[src/verilog/adc_trig_pkg.sv]
// constants, field positions and carrier types for the converter trigger block
package adc_trig_pkg;

	// ********************************************************************
	// register offsets
	// ********************************************************************
	localparam logic [7:0] OFS_RESULT_LOW  = 8'h78; // low result byte
	localparam logic [7:0] OFS_RESULT_HIGH = 8'h79; // high result byte
	localparam logic [7:0] OFS_CTRL_A      = 8'h7a; // control status a
	localparam logic [7:0] OFS_CTRL_B      = 8'h7b; // control status b
	localparam logic [7:0] OFS_MUX_SEL     = 8'h7c; // input mux / adjust
	localparam logic [7:0] OFS_PIN_DISABLE = 8'h7e; // digital input disable

	// ********************************************************************
	// field positions
	// ********************************************************************
	localparam int BIT_A_ENABLE   = 7; // converter_enable
	localparam int BIT_A_START    = 6; // start / busy
	localparam int BIT_A_AUTO     = 5; // auto_trigger_enable
	localparam int BIT_A_FLAG     = 4; // conversion_complete_flag
	localparam int BIT_A_IRQ_EN   = 3; // interrupt enable, stored only
	localparam int BIT_B_CMP_MUX  = 6; // comparator_mux_enable
	localparam int BIT_MUX_LEFT   = 5; // left_adjust_select
	localparam int W_PRESCALE     = 3; // prescaler field width
	localparam int W_SRC          = 3; // trigger_source_select width
	localparam int W_CHAN         = 4; // channel field width
	localparam int W_REF          = 2; // reference field width
	localparam int BIT_MUX_REF_LO = 6; // reference field low bit
	localparam int W_RESULT       = 10; // converter result width
	localparam int W_DATA         = 8; // register data width

	// ********************************************************************
	// reset values
	// ********************************************************************
	localparam logic [7:0] RST_BYTE   = 8'h00; // every register resets to zero
	localparam logic [9:0] RST_RESULT = 10'h000; // result store reset

	// ********************************************************************
	// trigger source encoding
	// ********************************************************************
	typedef enum logic [W_SRC-1:0] {
		SRC_FREE_RUN  = 3'h0, // conversion complete flag
		SRC_COMPARE   = 3'h1, // analog comparator
		SRC_EXT_INT0  = 3'h2, // external interrupt 0
		SRC_T0_CMP_A  = 3'h3, // timer0 compare a
		SRC_T0_OVF    = 3'h4, // timer0 overflow
		SRC_T1_CMP_B  = 3'h5, // timer1 compare b
		SRC_T1_OVF    = 3'h6, // timer1 overflow
		SRC_T1_CAPT   = 3'h7  // timer1 capture
	} trig_src_t;

	// ********************************************************************
	// carriers
	// ********************************************************************
	typedef struct packed {
		logic                done;  // one-cycle pulse, conversion finished
		logic [W_RESULT-1:0] value; // raw result, valid with done
	} conv_result_t;

	typedef struct packed {
		logic                  start;   // one-cycle conversion request
		logic                  enable;  // converter powered
		logic [W_PRESCALE-1:0] prescale; // clock division select
		logic [W_CHAN-1:0]     channel; // analog channel
		logic [W_REF-1:0]      refsel;  // voltage reference
	} conv_ctrl_t;

endpackage : adc_trig_pkg

[src/verilog/rise_detect.sv]
// rising edge detector with a registered history bit
`timescale 1ns/1ps
module rise_detect
	import adc_trig_pkg::*;
(
	input  wire logic clk_in,    // system clock
	input  wire logic rst_in,    // async reset, active high
	input  wire logic level_in,  // level to watch
	input  wire logic mask_in,   // suppress the edge this cycle
	output logic      rise_out   // pulse on a low-to-high step
);

	logic prev_reg;  // level seen last cycle
	logic prev_next; // next history value

	// ********************************************************************
	// next state
	// ********************************************************************
	always_comb
	begin
		prev_next = level_in;
	end

	// history register
	always_ff @(posedge clk_in or posedge rst_in)
	begin
		if (rst_in)
			prev_reg <= 1'b0;
		else
			prev_reg <= prev_next;
	end

	// edge only when not masked
	assign rise_out = level_in & ~prev_reg & ~mask_in;

endmodule : rise_detect

[src/verilog/adc_trigger_regs.sv]
// register and trigger control around an on-chip analog converter
`timescale 1ns/1ps
module adc_trigger_regs
	import adc_trig_pkg::*;
#(
	parameter int N_PINS = 8 // converter pins with input buffers
)
(
	input  wire logic              clk_in,          // system clock, 250 mhz
	input  wire logic              rst_in,          // async reset, active high
	input  wire logic [7:0]        addr_in,         // register address
	input  wire logic [7:0]        wdata_in,        // write data
	input  wire logic              wr_in,           // write strobe
	input  wire logic              rd_in,           // read strobe
	output logic [7:0]             rdata_out,       // read data, next cycle
	input  wire conv_result_t      conv_in,         // converter result
	output conv_ctrl_t             conv_out,        // converter control
	input  wire logic [7:1]        trig_flags_in,   // peripheral flags
	output logic                   cmp_from_mux_out, // comparator neg from mux
	output logic [N_PINS-1:0]      buf_disable_out, // input buffer off
	input  wire logic [N_PINS-1:0] pin_raw_in,      // raw pin levels
	output logic [N_PINS-1:0]      pin_read_out,    // port input bits
	output logic                   busy_out,        // conversion running
	output logic                   irq_en_out       // stored interrupt enable
);

	// ********************************************************************
	// state
	// ********************************************************************
	logic                  enable_reg,   enable_next;   // converter on
	logic                  auto_reg,     auto_next;     // auto trigger
	logic                  flag_reg,     flag_next;     // conversion complete
	logic                  ie_reg,       ie_next;       // interrupt enable
	logic [W_PRESCALE-1:0] presc_reg,    presc_next;    // prescaler
	logic                  busy_reg,     busy_next;     // conversion running
	logic                  cmux_reg,     cmux_next;     // comparator mux enable
	trig_src_t             src_reg,      src_next;      // trigger source
	logic                  left_reg,     left_next;     // left adjust
	logic [W_CHAN-1:0]     chan_reg,     chan_next;     // channel select
	logic [W_REF-1:0]      ref_reg,      ref_next;      // reference select
	logic [N_PINS-1:0]     dis_reg,      dis_next;      // buffer disables
	logic [W_RESULT-1:0]   result_reg,   result_next;   // held result
	logic                  lock_reg,     lock_next;     // low byte read
	logic [7:0]            rdata_reg,    rdata_next;    // read data
	logic                  start_reg,    start_next;    // start pulse
	logic                  cmp_reg,      cmp_next;      // comparator steering
	logic [N_PINS-1:0]     pin_reg,      pin_next;      // gated pin view

	// ********************************************************************
	// decode
	// ********************************************************************
	logic wr_a;       // write to control a
	logic wr_b;       // write to control b
	logic wr_mux;     // write to mux select
	logic wr_dis;     // write to disable register
	logic rd_low;     // read of low result byte
	logic rd_high;    // read of high result byte
	logic trig_level; // selected trigger signal
	logic trig_mask;  // hide edge caused by move to free running
	logic trig_rise;  // positive edge of trigger signal
	logic sw_start;   // software start request
	logic take_start; // conversion actually started
	logic conv_on;    // converter on once this cycle's write lands
	logic upd_result; // result store takes new value
	logic [7:0] high_view; // high byte as read
	logic [7:0] low_view;  // low byte as read

	// exact byte match on the address for each strobe
	assign wr_a    = wr_in & (addr_in == OFS_CTRL_A);
	assign wr_b    = wr_in & (addr_in == OFS_CTRL_B);
	assign wr_mux  = wr_in & (addr_in == OFS_MUX_SEL);
	assign wr_dis  = wr_in & (addr_in == OFS_PIN_DISABLE);
	assign rd_low  = rd_in & (addr_in == OFS_RESULT_LOW);
	assign rd_high = rd_in & (addr_in == OFS_RESULT_HIGH);

	// ********************************************************************
	// trigger selection
	// ********************************************************************
	// pick the flag of the selected source, nothing when auto is off
	always_comb
	begin
		trig_level = 1'b0;
		if (auto_reg)
		begin
			unique case (src_reg)
				SRC_FREE_RUN: trig_level = flag_reg;
				SRC_COMPARE:  trig_level = trig_flags_in[SRC_COMPARE];
				SRC_EXT_INT0: trig_level = trig_flags_in[SRC_EXT_INT0];
				SRC_T0_CMP_A: trig_level = trig_flags_in[SRC_T0_CMP_A];
				SRC_T0_OVF:   trig_level = trig_flags_in[SRC_T0_OVF];
				SRC_T1_CMP_B: trig_level = trig_flags_in[SRC_T1_CMP_B];
				SRC_T1_OVF:   trig_level = trig_flags_in[SRC_T1_OVF];
				SRC_T1_CAPT:  trig_level = trig_flags_in[SRC_T1_CAPT];
			endcase
		end
	end

	logic src_changed_reg;  // source was changed by a write last cycle
	logic src_changed_next; // next value

	// moving onto free running must not fire even with flag set
	assign trig_mask = (src_reg == SRC_FREE_RUN) & src_changed_reg;

	// note a rewrite that really changes the source
	always_comb
	begin
		src_changed_next = wr_b & (wdata_in[W_SRC-1:0] != src_reg);
	end

	// edge detector; a switch to a set source other than free running makes an edge too
	rise_detect u_trig_edge (
		.clk_in   (clk_in),
		.rst_in   (rst_in),
		.level_in (trig_level),
		.mask_in  (trig_mask),
		.rise_out (trig_rise)
	);

	// ********************************************************************
	// conversion start and completion
	// ********************************************************************
	assign sw_start   = wr_a & wdata_in[BIT_A_START];
	// converter state as this cycle's write leaves it, so enable and
	// start may come together and a switch-off never starts
	assign conv_on    = wr_a ? wdata_in[BIT_A_ENABLE] : enable_reg;
	// start needs the converter on; edges while busy are dropped
	assign take_start = conv_on & ~busy_reg & (sw_start | trig_rise);
	// result only updates when no low byte read is pending
	assign upd_result = conv_in.done & busy_reg & enable_reg & ~lock_reg;

	// ********************************************************************
	// read views
	// ********************************************************************
	// high and low bytes for both adjust modes
	always_comb
	begin
		if (left_reg)
		begin
			high_view = result_reg[W_RESULT-1:2];
			low_view  = {result_reg[1:0], 6'h00};
		end
		else
		begin
			high_view = {6'h00, result_reg[W_RESULT-1:W_DATA]};
			low_view  = result_reg[W_DATA-1:0];
		end
	end

	// ********************************************************************
	// next state of control and result
	// ********************************************************************
	// register writes, read order lock, busy and flag updates
	always_comb
	begin
		enable_next = enable_reg;
		auto_next   = auto_reg;
		flag_next   = flag_reg;
		ie_next     = ie_reg;
		presc_next  = presc_reg;
		busy_next   = busy_reg;
		cmux_next   = cmux_reg;
		src_next    = src_reg;
		left_next   = left_reg;
		chan_next   = chan_reg;
		ref_next    = ref_reg;
		dis_next    = dis_reg;
		result_next = result_reg;
		lock_next   = lock_reg;
		// control a; start bit is not stored, busy shows instead
		if (wr_a)
		begin
			enable_next = wdata_in[BIT_A_ENABLE];
			auto_next   = wdata_in[BIT_A_AUTO];
			ie_next     = wdata_in[BIT_A_IRQ_EN];
			presc_next  = wdata_in[W_PRESCALE-1:0];
			// write one clears the flag
			if (wdata_in[BIT_A_FLAG])
				flag_next = 1'b0;
		end
		// control b keeps only its defined bits
		if (wr_b)
		begin
			cmux_next = wdata_in[BIT_B_CMP_MUX];
			src_next  = trig_src_t'(wdata_in[W_SRC-1:0]);
		end
		if (wr_mux)
		begin
			ref_next  = wdata_in[BIT_MUX_REF_LO +: W_REF];
			left_next = wdata_in[BIT_MUX_LEFT];
			chan_next = wdata_in[W_CHAN-1:0];
		end
		if (wr_dis)
			dis_next = wdata_in[N_PINS-1:0];
		// read order lock: low freezes, high releases
		if (rd_low)
			lock_next = 1'b1;
		if (rd_high)
			lock_next = 1'b0;
		// busy tracking
		if (take_start)
			busy_next = 1'b1;
		else if (conv_in.done)
			busy_next = 1'b0;
		// switching the converter off ends any conversion
		if (wr_a & ~wdata_in[BIT_A_ENABLE])
			busy_next = 1'b0;
		// result update sets the flag; set wins over clear
		if (upd_result)
		begin
			result_next = conv_in.value;
			flag_next   = 1'b1;
		end
	end

	// ********************************************************************
	// next state of bus and outputs
	// ********************************************************************
	// read data for one cycle, zero otherwise; pin view and steering
	always_comb
	begin
		rdata_next = RST_BYTE;
		if (rd_in)
		begin
			unique case (addr_in)
				OFS_RESULT_LOW:  rdata_next = low_view;
				OFS_RESULT_HIGH: rdata_next = high_view;
				OFS_CTRL_A:
				begin
					rdata_next[BIT_A_ENABLE]     = enable_reg;
					rdata_next[BIT_A_START]      = busy_reg;
					rdata_next[BIT_A_AUTO]       = auto_reg;
					rdata_next[BIT_A_FLAG]       = flag_reg;
					rdata_next[BIT_A_IRQ_EN]     = ie_reg;
					rdata_next[W_PRESCALE-1:0]   = presc_reg;
				end
				OFS_CTRL_B:
				begin
					rdata_next[BIT_B_CMP_MUX] = cmux_reg;
					rdata_next[W_SRC-1:0]     = src_reg;
				end
				OFS_MUX_SEL:
				begin
					rdata_next[BIT_MUX_REF_LO +: W_REF] = ref_reg;
					rdata_next[BIT_MUX_LEFT]            = left_reg;
					rdata_next[W_CHAN-1:0]              = chan_reg;
				end
				OFS_PIN_DISABLE: rdata_next[N_PINS-1:0] = dis_reg;
				default:         rdata_next = RST_BYTE; // unmapped reads zero
			endcase
		end
		// start pulse one cycle after the accepted request
		start_next = take_start;
		// comparator negative input from mux only when converter off
		cmp_next   = cmux_reg & ~enable_reg;
		// disabled pins read as zero
		pin_next   = pin_raw_in & ~dis_reg;
	end

	// ********************************************************************
	// registers
	// ********************************************************************
	// all state registers, cleared by the asynchronous reset
	always_ff @(posedge clk_in or posedge rst_in)
	begin
		if (rst_in)
		begin
			enable_reg      <= 1'b0;
			auto_reg        <= 1'b0;
			flag_reg        <= 1'b0;
			ie_reg          <= 1'b0;
			presc_reg       <= '0;
			busy_reg        <= 1'b0;
			cmux_reg        <= 1'b0;
			src_reg         <= SRC_FREE_RUN;
			src_changed_reg <= 1'b0;
			left_reg        <= 1'b0;
			chan_reg        <= '0;
			ref_reg         <= '0;
			dis_reg         <= '0;
			result_reg      <= RST_RESULT;
			lock_reg        <= 1'b0;
			rdata_reg       <= RST_BYTE;
			start_reg       <= 1'b0;
			cmp_reg         <= 1'b0;
			pin_reg         <= '0;
		end
		else
		begin
			enable_reg      <= enable_next;
			auto_reg        <= auto_next;
			flag_reg        <= flag_next;
			ie_reg          <= ie_next;
			presc_reg       <= presc_next;
			busy_reg        <= busy_next;
			cmux_reg        <= cmux_next;
			src_reg         <= src_next;
			src_changed_reg <= src_changed_next;
			left_reg        <= left_next;
			chan_reg        <= chan_next;
			ref_reg         <= ref_next;
			dis_reg         <= dis_next;
			result_reg      <= result_next;
			lock_reg        <= lock_next;
			rdata_reg       <= rdata_next;
			start_reg       <= start_next;
			cmp_reg         <= cmp_next;
			pin_reg         <= pin_next;
		end
	end

	// ********************************************************************
	// outputs
	// ********************************************************************
	// every output straight from a register above
	assign rdata_out         = rdata_reg;
	assign conv_out.start    = start_reg;
	assign conv_out.enable   = enable_reg;
	assign conv_out.prescale = presc_reg;
	assign conv_out.channel  = chan_reg;
	assign conv_out.refsel   = ref_reg;
	assign cmp_from_mux_out  = cmp_reg;
	assign buf_disable_out   = dis_reg;
	assign pin_read_out      = pin_reg;
	assign busy_out          = busy_reg;
	assign irq_en_out        = ie_reg;

endmodule : adc_trigger_regs

[config.mk]
export PLATFORM = sky130hd
export DESIGN_NAME = adc_trigger_regs
export DESIGN_NICKNAME = d
export VERILOG_FILES = /design/src/verilog/adc_trig_pkg.sv /design/src/verilog/rise_detect.sv /design/src/verilog/adc_trigger_regs.sv
export SDC_FILE = /design/constraint.sdc
export NUM_CORES = 1
export LEC_CHECK = 0
export BUFFER_PORTS_ARGS = -buffer_cell sky130_fd_sc_hd__buf_2
export CAP_MARGIN = 20
export CORE_MARGIN = 5
export CORE_UTILIZATION = 45
export CTS_BUF_LIST = sky130_fd_sc_hd__clkbuf_4
export CTS_CLUSTER_DIAMETER = 80
export DETAILED_ROUTE_END_ITERATION = 12
export PLACE_DENSITY = 0.74
export SETUP_SLACK_MARGIN = 0.3
export SLEW_MARGIN = 10
export SYNTH_ARGS = -nofsm -noshare
export SYNTH_HDL_FRONTEND = slang
export SYNTH_SLANG_ARGS = --single-unit
[constraint.sdc]
create_clock -name clk_in -period 1.45 [get_ports clk_in]
set_input_delay 0.0725 -clock clk_in [delete_from_list [all_inputs] [get_ports clk_in]]
set_output_delay 0.0725 -clock clk_in [all_outputs]
set_load 0.02 [all_outputs]
; Word-level counts from Yosys, hierarchy flattened
; Cells that the tools add are included.
[op_classes]
n_eq_ne = 14
mux = 20
bitwise = 27
n_reduce_logical = 6
[ops]
columns = operator, n
row1 = "== test 8 x 7 -> 1 bit, second input constant", 6
row2 = 2-to-1 mux 8 bit, 3
row3 = bitwise AND 1 bit, 18
row4 = case mux 3 bit (6 select lines), 1
row5 = case mux 1 bit (5 select lines), 3
row6 = "== test 3 bit, second input constant", 4
row7 = 2-to-1 mux 1 bit, 10
row8 = bitwise AND 8 bit, 1
row9 = inverter 8 bit, 1
row10 = case mux 1 bit (8 select lines), 1
row11 = "== test 3 x 2 -> 1 bit, second input constant", 2
row12 = inverter 1 bit, 6
row13 = case mux 1 bit (6 select lines), 1
row14 = nonzero test 2 bit, 3
row15 = case mux 1 bit (4 select lines), 1
row16 = "== test 3 x 1 -> 1 bit, second input constant", 1
row17 = logical NOT 3 bit, 1
row18 = inequality test 3 bit, 1
row19 = nonzero test 3 bit, 1
row20 = AND reduction 2 bit, 1
row21 = bitwise OR 1 bit, 1
[word_totals]
reg_bits = 58
input_bits = 46
out_inout_bits = 38
word_cells = 87

; Logic depth before layout (Yosys ltp)
; Gate-level depths: netlist of the first run.
[depth]
word_depth = 9
mapped_depth = 6

; Cells and area by module
; From an unflattened synthesis of the first run, not the netlist that was laid out.
[unflattened]
cells_unflattened = 223
hier_area_um2 = 2836.5
[by_module_without_submodules]
columns = mod, instances, cells_per_inst, area_per_inst_um2, seq_area_each_um2
row1 = adc_trigger_regs, 1, 220, 2795.2, 1426.4
row2 = rise_detect, 1, 3, 41.3, 25.0

; Worst setup path after synthesis of the first run
; Ideal clock, no wire load.
[synth_timing]
kind = reg-to-reg
startpoint = register left_reg
endpoint = register rdata_reg[0], in the netlist rdata_out[0]
setup_ns = 0.126
arrival_time_ns = 1.366
path_slack_ns = -0.042
path_stages_with_launch = 6
path_buffers = 1
cell_sequence = dfrtp_1 clkbuf_1 mux2_2 o211a_1 o21ai_0 a21oi_1
[synth_via]
elab_chain_cells = 3
elab_cells_between_ends = 4
cone_classes = mux (4)
[synth_rtl]
columns = element, line
row1 = from (decl), adc_trigger_regs.sv:38  ; logic left_reg, left_next;
row2 = from (signal assigned), adc_trigger_regs.sv:298  ; left_reg <= left_next;
row3 = 2-to-1 mux 8 bit, adc_trigger_regs.sv:137  ; if (left_reg)
row4 = case mux 3 bit (6 select lines) *, adc_trigger_regs.sv:224  ; unique case (addr_in)
row5 = 2-to-1 mux 8 bit *, adc_trigger_regs.sv:222  ; if (rd_in)
row6 = named net rdata_next[0], adc_trigger_regs.sv:44  ; logic [7:0] rdata_reg, rdata_next;
row7 = to (signal assigned), adc_trigger_regs.sv:304  ; rdata_reg <= rdata_next;
row8 = to (decl), adc_trigger_regs.sv:44
; Mark *: on every way through the listed nets, which the timed path passes. The rest lies on a longest branch.
; A chain may end at the register's enable or synchronous reset.

; Worst setup path in the final report of the first run
[layout_timing]
startpoint = register src_reg[0]
endpoint = register start_reg
[layout_via]
elab_chain_cells = 7
elab_cells_between_ends = 16
cone_classes = eq/ne (7) / mux (2) / bitwise (6) / reduce/logical (1)
[layout_rtl]
columns = element, line
row1 = from (decl), adc_trigger_regs.sv:37  ; trig_src_t src_reg, src_next;
row2 = from (signal assigned), adc_trigger_regs.sv:296  ; src_reg <= src_next;
row3 = "== test 3 bit, or another cell as far along", adc_trigger_regs.sv:85  ; unique case (src_reg)
row4 = case mux 1 bit (8 select lines), adc_trigger_regs.sv:85
row5 = 2-to-1 mux 1 bit, adc_trigger_regs.sv:83  ; if (auto_reg)
row6 = bitwise AND 1 bit, rise_detect.sv:34  ; assign rise_out = level_in & ~prev_reg & ~mask_in;
row7 = bitwise AND 1 bit *, rise_detect.sv:34
row8 = bitwise OR 1 bit *, adc_trigger_regs.sv:127  ; assign take_start = conv_on & ~busy_reg & (sw_start | trig_rise);
row9 = bitwise AND 1 bit *, adc_trigger_regs.sv:127
row10 = named net start_next, adc_trigger_regs.sv:45  ; logic start_reg, start_next;
row11 = to (signal assigned), adc_trigger_regs.sv:305  ; start_reg <= start_next;
row12 = to (decl), adc_trigger_regs.sv:45
; Marks and branches as above.

==> results of run 1 <==
==> cells by family (layout without fill, tap and decap cells) <==
logic type / after synthesis / in the layout
AO/OA/AOI/OAI: 38 / 38
XOR/XNOR: 3 / 3
buffers and inverters: 22 / 163
flip-flops: 58 / 58
multiplexers: 48 / 48
AND/OR/NAND/NOR: 74 / 74
==> path summary, 6_finish.rpt <==
check,from,end,slack [ps]
worst max-delay path,src_reg[0],start_reg,70
worst min-delay path,rd_in,rdata_out[0],40
worst max register to register,src_reg[0],start_reg,70
worst min register to register,buf_disable_out[2],pin_read_out[2],490
max in group asynchronous,rst_in,enable_reg,950
min in group asynchronous,rst_in,pin_read_out[4],270
==> per-stage QoR <==
stage	total power, W	hold slack, ps	utilization, %	instances
2_1_floorplan	0.001996	165.7	-	243
3_3_place_gp	0.002180	153.0	57.98	409
3_5_place_dp	0.002188	151.5	57.98	409
4_1_cts	0.003233	1.185	65.04	456
5_1_grt	0.003374	31.66	66.86	461
6_report	0.003211	43.17	66.86	461
==> cells in the mapped netlist (all sizes together) <==
library cell   n
nand3          6
a21bo          1
xor2           3
o2bb2ai        1
a21oi          5
buf           10
nor3           6
inv            6
o32ai          1
o41a           1
o41ai          1
nor2b         14
and3b          1
or4            1
clkbuf         6
nand4          4
a22oi          1
a2bb2oi        2
nand2         14
nand4b         2
o21ai          6
o31ai          2
and4           2
nor4           2
a31oi          5
a32oi          4
nand2b         3
and2           2
dfrtp         58
a22o           4
or2b           1
a21boi         1
and3           2
mux2          37
nand3b         2
and4b          2
o211a          1
nor2          10
o211ai         2
mux2i         11
==> worst register-to-register path: cells and delay by family, from the launching register on <==
family,cells,cell delay (ps)
flops,1,470
compound gates,2,450
simple gates,1,240
mux,1,160
==> cell type report <==
type,count,area (um2)
fill,476,2068
multi-input combinational,163,1480
sequential,58,1458
timing repair buffer,141,1003
tap,77,96.34
clock buffer,12,90.09
inverter,6,26.28
clock inverter,4,18.77
==> metal layers <==
layer	wire (um)	global-route usage [%]	up-vias
li1	-	-	1159
met3	716	6.022	14
met4	141	7.442	0
met1	3464	28.98	1231
met5	0	0	-
met2	3967	33.18	116
==> power groups by stage <==
stage,clock (W),combinational [W],sequential (W)
after floorplan,0,0.000223,0.00177
after global placement,0,0.000434,0.00175
after detailed placement,0,0.000441,0.00175
after CTS,0.000999,0.000517,0.00172
after global routing,0.00107,0.000581,0.00173
final,0.000954,0.000538,0.00172
==> repair_timing <==
item / 4_1_cts / 5_1_grt
buffers inserted: 3 / 4
hold buffers: 28 / 0
hold endpoints to repair: 105 / 0
setup endpoints to repair: 22 / 25
cloned: 0 / 1
pin swaps: 9 / 7
resized for setup: 12 / 14
==> flow_summary.yaml, run 1 <==
place:
  port_buffers: 83
  gp_congestion: 0.9609
  dp_hpwl_um: 5789
  place_area_um2: 3618
  pre_cts_ws_ps: 42.82
critical_path:
  endpoint_kind: "register"
  crit_family: "flip-flops"
  start_kind: "register"
  cpPeakStageDelay_ps: 470
  critPathBufInv: 0
  path_cells: "mux2i_1 > a32oi_1 > nand4b_1 > a21boi_1"
  path_depth: 4
  reg2regPathDepth: 4
  cp_max_fo: 6
  worstPathArrival_ps: 1700
  critPathRequiredTime_ps: 1780
  crit_type: "reg2reg"
  crit_slowest_cell: "dfrtp_2"
drt:
  routed_via_density: 5.466
  drc_errors: 0
  drt-total-wl_um: 8288
  drtIter0Drc: 254
  routed-via-count: 2520
  ant_nets: 0
  wl_per_cell_um: 17.98
  first_pass_iters: 4
synth:
  synth_seq_cells: 58
  yosysUniqueCellTypes: 48
  syn_inst: 243
  yosysSeqAreaShare_pct: 50.88
  synth_top_area_share_pct: 50.88
  syn_nets: 289
  synth_top_area_cell: "dfrtp_1"
  synthMuxAreaShare_pct: 18.46
  synth_area_leaders: "dfrtp_1, mux2_2, mux2i_1"
  synthXorXnorAreaFrac_pct: 0.9211
  syn_area_um2: 2853
  synthAdderAreaFrac_pct: 0
  ys_warn_count: 0
  synth_area_per_cell_um2: 11.74
  yosys.area_share.simple_pct: 16.27
  synth_compound_area_share_pct: 9.693
  synth_top_family_by_area: "multiplexers"
finish:
  layout_commonest_cell: "buf_2"
  final_cell_mix: "buf_2, dfrtp_1, dlygate4sd3_1"
  drive_gt1_share_pct: 50.00
  nNetsFinal: 425
  postLayoutCellArea_um2: 4173
  n_antenna_cell: 0
  syn2layout_area_growth_pct: 46.27
  largest_reg_flops: 10
power_and_ir_drop:
  p_leak_nw: 2.105
  p_per_area_nw_per_um2: 769.4
  p_seq_share_pct: 53.6
  p_sw_w: 0.0008796
  combPwrFrac_pct: 16.7
  ir_drop_mv: 0.6349
  p_sw_share_pct: 27.40
  p_clk_share_pct: 29.7
  intPower_w: 0.002331
clocking:
  cts-root-buf: "clkbuf_4"
  cts_max_level: 3
  cts_made_buffers: 9
  path_clk_slew_ps: 90
  cts_tree: "done"
  clkLatencyLatePin_ps: 390
  cts_buffer_depth: 2
  cts.sinks: 58
die:
  die_height_um: 89.62
  io_pins: 84
  core_region_area_um2: 6241
  rows: 29
  die_w_um: 89.62
  die_area_um2: 8032
  initial_utilization_pct: 45.71
timing:
  tns_ps: 0
  hold_violations: 0
  worst_slack_ps: 71.50
  setup_viol: 0
  fmax_mhz: 725.4
  period_minus_slack_ps: 1378
  period_share_pct: 95.07
  worst_clock_skew_ps: 9.611
  tightestPinTransition_ps: 286.9
  rsz0062_at_grt: "true"
  drv_slew: 0
  maxSlewHeadroom_pct: 80.67
global_routing:
  grt_overflow: 0
  grt_pass1_vias: 2493
  antenna_found_initial: 0
  grt_pass1_wl_um: 12630
  grt_usage_pct: 21.44
  grt_max_degree: 41
hold_path:
  whs_path_depth: 3
  min_path_type: "in2reg"
job:
  maxCapViolations: 0
status:
  outcome: "completed"
No activity file was read; power rests on OpenSTA's default activity.
==> run 2: changes to the inputs <==
CORE_UTILIZATION = 48   (was 45)
PLACE_DENSITY = 0.78   (was 0.74)
==> flow_summary.yaml, run 2 (synthesis results as in run 1) <==
place:
  gp_congestion: 0.9193
  port_buffers: 83
  dp_hpwl_um: 5865
  place_area_um2: 3641
power_and_ir_drop:
  p_sw_w: 0.0009109
  p_clk_share_pct: 36.1
  p_sw_share_pct: 25.84
  total_power_w: 0.003525
  p_per_area_nw_per_um2: 844.2
  ir_drop_mv: 0.7766
  p_seq_share_pct: 48.8
  combPwrFrac_pct: 15.2
  intPower_w: 0.002614
  p_leak_nw: 2.104
timing:
  hold_slack_ps: -19.06
  setup_viol: 0
  tightestPinTransition_ps: 550.4
  worst_clock_skew_ps: 10.16
  tns_ps: 0
  period_share_pct: 92.48
  fmax_mhz: 745.7
  maxSlewHeadroom_pct: 63.23
  hold_violations: 1
  period_minus_slack_ps: 1341
  drv_slew: 0
  rsz0062_at_grt: "true"
job:
  maxCapViolations: 0
finish:
  n_antenna_cell: 0
  postLayoutCellArea_um2: 4175
  final_cell_mix: "buf_2, dfrtp_1, dlygate4sd3_1"
  nNetsFinal: 424
  layout_commonest_cell: "buf_2"
  drive_gt1_share_pct: 48.30
  largest_reg_flops: 10
  syn2layout_area_growth_pct: 46.36
clocking:
  clkLatencyLatePin_ps: 390
  postCtsHoldBufs: 27
  cts.sinks: 58
  path_clk_slew_ps: 100
  cts_tree: "done"
  cts_made_buffers: 9
  cts_max_level: 3
  cts-root-buf: "clkbuf_4"
  cts_buffer_depth: 2
drt:
  routed_via_density: 5.651
  wl_met3_um: 759
  routed.top_layer: "met4"
  route.met2.wl_um: 4029
  wl_met1_um: 3440
  ant_nets: 0
  drc_errors: 0
  routed-via-count: 2588
  drtIter0Drc: 297
  drt-total-wl_um: 8448
  first_pass_iters: 5
  wl_per_cell_um: 18.45
critical_path:
  reg2regPathDepth: 4
  r2r-end: "rdata_out[6]"
  cp_max_fo: 7
  endpoint_kind: "register"
  worstPathArrival_ps: 1630
  start_kind: "register"
  crit_slowest_cell: "dfrtp_2"
  reg2reg_from: "left_reg"
  crit_family: "compound AO/OA/AOI/OAI gates"
  crit_type: "reg2reg"
  critPathBufInv: 0
  r2r_slack_ps: 110
  cpPeakStageDelay_ps: 470
  path_cells: "mux2i_1 > o31ai_1 > a22oi_1 > o32ai_2"
  critPathRequiredTime_ps: 1740
die:
  die_w_um: 87.09
  initial_utilization_pct: 48.76
  core_region_area_um2: 5851
  io_pins: 84
  die_area_um2: 7585
  rows: 28
  die_height_um: 87.09
hold_path:
  hold_start: "rd_in"
  whs_path_depth: 3
  hold_end: "rdata_out[1]"
  min_path_type: "in2reg"
global_routing:
  grt_pass1_vias: 2618
  grt_usage_pct: 23.60
  grt_max_degree: 26
  antenna_found_initial: 0
  grt_pass1_wl_um: 13520
  grt_overflow: 0
status:
  violations: "negative hold slack"
  outcome: "complete, but fails checks"
==> run 2: metal layers <==
metal,GRT usage (%),vias to the layer above
met3,5.203,26
met2,39.34,163
met4,7.252,0
li1,-,1160
met5,0,-
met1,30.75,1239
==> run 2: how the worst max path moves through the flow <==
| stage | slack (ps) | to | depth (start not counted) | from |
|---|---|---|---|---|
| final | 110 | rdata_out[6] | 4 | left_reg |
| after global routing | 20 | rdata_out[6] | 4 | left_reg |
| after CTS | 160 | rdata_out[6] | 4 | left_reg |
| after detailed placement | 40 | busy_out | 6 | addr_in[0] |
| after global placement | 60 | rdata_out[6] | 4 | left_reg |
| after floorplan | 180 | rdata_out[0] | 5 | left_reg |
==> run 2: repair_timing <==
item                       4_1_cts  5_1_grt
gates resized for setup         12        4
pin swaps                       11        3
setup buffers                    6        2
hold endpoints to repair        66        1
setup endpoints to repair       22       24
==> run 2: area by class of cell <==
class                           count  area, um2
Fill cell                         424       1675
Multi-Input combinational cell    163       1463
Sequential cell                    58       1458
Timing Repair Buffer              140      983.4
Tap cell                           75      93.84
Clock inverter                      7      83.83
Clock buffer                        9      67.56
Inverter                            6      26.28
==> run 2: power by group through the flow <==
stage	logic, W	clock network (W)	registers (W)
final	0.000535	0.00127	0.00172
after global routing	0.000578	0.00139	0.00173
after CTS	0.000523	0.00130	0.00172
after detailed placement	0.000445	0	0.00175
after global placement	0.000433	0	0.00175
after floorplan	0.000223	0	0.00177
==> run 2: worst min-delay path: stages <==
cell and delay [ps]:
buf_2 120, nand4_1 80, o31ai_1 60
==> run 2: metrics by stage <==
stage / hold slack [ps] / std cells / setup WS [ps] / utilization [%]
floorplan: 165.7 / 243 / 184.5 / -
global placement: 140.5 / 407 / 60.88 / 62.23
detailed placement: 149.6 / 407 / 43.75 / 62.23
CTS: -40.70 / 456 / 161.5 / 70.79
global route: -26.60 / 458 / 16.48 / 71.36
finish: -19.06 / 458 / 109.0 / 71.36
==> run 3: changes to the inputs <==
SYNTH_HIERARCHICAL = 1   (was not set)
==> flow_summary.yaml, run 3 <==
timing:
  rsz0062_at_grt: "true"
  worst_clock_skew_ps: 13.42
  drv_slew: 0
  tightestPinTransition_ps: 417.5
  maxSlewHeadroom_pct: 72.17
  fmax_mhz: 566.2
  hold_violations: 0
  worst_slack_ps: -316.1
  period_minus_slack_ps: 1766
  setup_viol: 3
  period_share_pct: 121.8
critical_path:
  cpPeakStageDelay_ps: 530
  crit_type: "reg2reg"
  cp_max_fo: 4
  worstPathArrival_ps: 2070
  reg2regPathDepth: 6
  critPathRequiredTime_ps: 1760
  path_cells: "mux4_2 > mux2i_1 > nor2b_1 > nor3b_4 > o31ai_2 > nor3_1"
  reg2reg_from: "src_reg[0]"
  r2r_slack_ps: -320
  crit_slowest_cell: "mux4_2"
  endpoint_kind: "register"
  r2r-end: "busy_out"
  start_kind: "register"
global_routing:
  grt_max_degree: 34
  grt_pass1_wl_um: 12480
  grt_overflow: 0
  grt_pass1_vias: 2552
  antenna_found_initial: 0
  grt_usage_pct: 22.17
hold_path:
  min_path_type: "in2async"
synth:
  ys_warn_count: 6
  syn_inst: 223
  synth_ff_type: "dfrtp_1"
  synth_commonest_cells: "dfrtp_1, mux2_2, mux2_4"
  synth_edf_count: 0
  synth_area_per_cell_um2: 12.72
  synth_seq_cells: 58
  yosysUniqueCellTypes: 49
  post-synth-top-count-cell: "dfrtp_1"
  syn_area_um2: 2836
  syn_nets: 269
  synth_top_area_share_pct: 51.17
  synth_top_area_cell: "dfrtp_1"
  synth_area_leaders: "dfrtp_1, mux2_4, mux2_2"
  yosysSeqAreaShare_pct: 51.17
  postSynth.asyncResetShare_pct: 100.0
clocking:
  cts_made_buffers: 9
  clkLatencyLatePin_ps: 420
  cts-root-buf: "clkbuf_4"
  cts_tree: "done"
  cts.sinks: 58
  cts_buffer_depth: 2
  path_clk_slew_ps: 100
  cts_max_level: 3
die:
  initial_utilization_pct: 48.77
  die_height_um: 86.87
  die_area_um2: 7546
  die_w_um: 86.87
  core_region_area_um2: 5816
  io_pins: 84
  rows: 28
finish:
  nNetsFinal: 410
  n_antenna_cell: 0
  largest_reg_flops: 10
  drive_gt1_share_pct: 52.85
  finish.utilization_pct: 70.01
  syn2layout_area_growth_pct: 43.54
  layout_commonest_cell: "buf_2"
  final_cell_mix: "buf_2, dfrtp_1, dlygate4sd3_1"
drt:
  drt-total-wl_um: 7886
  drtIter0Drc: 158
  routed-via-count: 2405
  wl_met1_um: 3136
  drc_errors: 0
  routed_via_density: 5.417
  route.met2.wl_um: 3931
  routed.top_layer: "met4"
  first_pass_iters: 4
  wl_met3_um: 572
  wl_per_cell_um: 17.76
  ant_nets: 0
power_and_ir_drop:
  p_leak_nw: 2.004
  total_power_w: 0.003147
  ir_drop_mv: 0.6233
  p_per_area_nw_per_um2: 773.0
place:
  port_buffers: 83
  dp_hpwl_um: 5428
  gp_congestion: 0.8260
job:
  maxCapViolations: 0
status:
  outcome: "complete, but fails checks"
  violations: "negative setup slack"
run 3: final cells by class:
type	count	area, um2
inverter	3	15.01
sequential	58	1458
clock buffer	11	82.58
fill	438	1744
clock inverter	5	21.27
timing repair buffer	145	999.7
multi-input combinational	147	1401
tap	75	93.84
run 3: worst max path at each step:
stage                     from  slack, ps        to
floorplan           src_reg[0]       -210  busy_out
global placement    src_reg[0]       -140  busy_out
detailed placement  src_reg[0]       -280  busy_out
CTS                 src_reg[0]       -270  busy_out
global route        src_reg[0]       -390  busy_out
finish              src_reg[0]       -320  busy_out
run 3: metal layers:
layer,track usage [%],up-vias
met2,35.27,109
met3,7.852,26
li1,-,1100
met5,0,-
met4,10.91,0
met1,26.69,1170
run 3: where the power goes:
| group | total (W) | switching [W] | internal [W] |
|---|---|---|---|
| Clock | 0.000932 | 0.000564 | 0.000368 |
| Sequential | 0.00171 | 0.0000423 | 0.00167 |
| Combinational | 0.000506 | 0.000242 | 0.000263 |
| Total | 0.00315 | 0.000848 | 0.00230 |
run 3: cell families after synthesis:
family                 count (synthesis)  synth area share (%)
AND/OR/NAND/NOR                       60                 13.72
flip-flops                            58                 51.17
multiplexers                          47                 21.09
AO/OA/AOI/OAI                         37                 9.220
buffers and inverters                 18                 3.881
XOR/XNOR                               3                0.9265
run 3: critical path, delay by kind of cell (launching register included):
family             cells  cell delay [ps]
AOI/OAI and AO/OA      1              240
DFF                    1              400
and+or+nand+nor        3              340
muxes                  2              680
run 3: timing repair:
item                                    CTS  global route
pin swaps                                 9             9
endpoints found under the hold margin   110             0
endpoints found under the setup margin   23            28
gates resized for setup                  13            18
buffers inserted                          2             7
hold buffers                             30             0
run 3: through the flow:
| step | cells | setup TNS (ps) | hold slack (ps) | cell area (um2) | setup WS (ps) |
|---|---|---|---|---|---|
| 4_1_cts | 437 | -513.7 | 10.42 | 3945 | -270.6 |
| 3_5_place_dp | 389 | -478.9 | -56.22 | 3480 | -279.9 |
| 3_3_place_gp | 389 | -266.2 | -54.65 | 3480 | -140.5 |
| 6_report | 444 | -590.1 | 64.03 | 4071 | -316.1 |
| 2_1_floorplan | 223 | -410.6 | -198.8 | 2904 | -206.0 |
| 5_1_grt | 444 | -751.9 | 34.06 | 4071 | -385.9 |
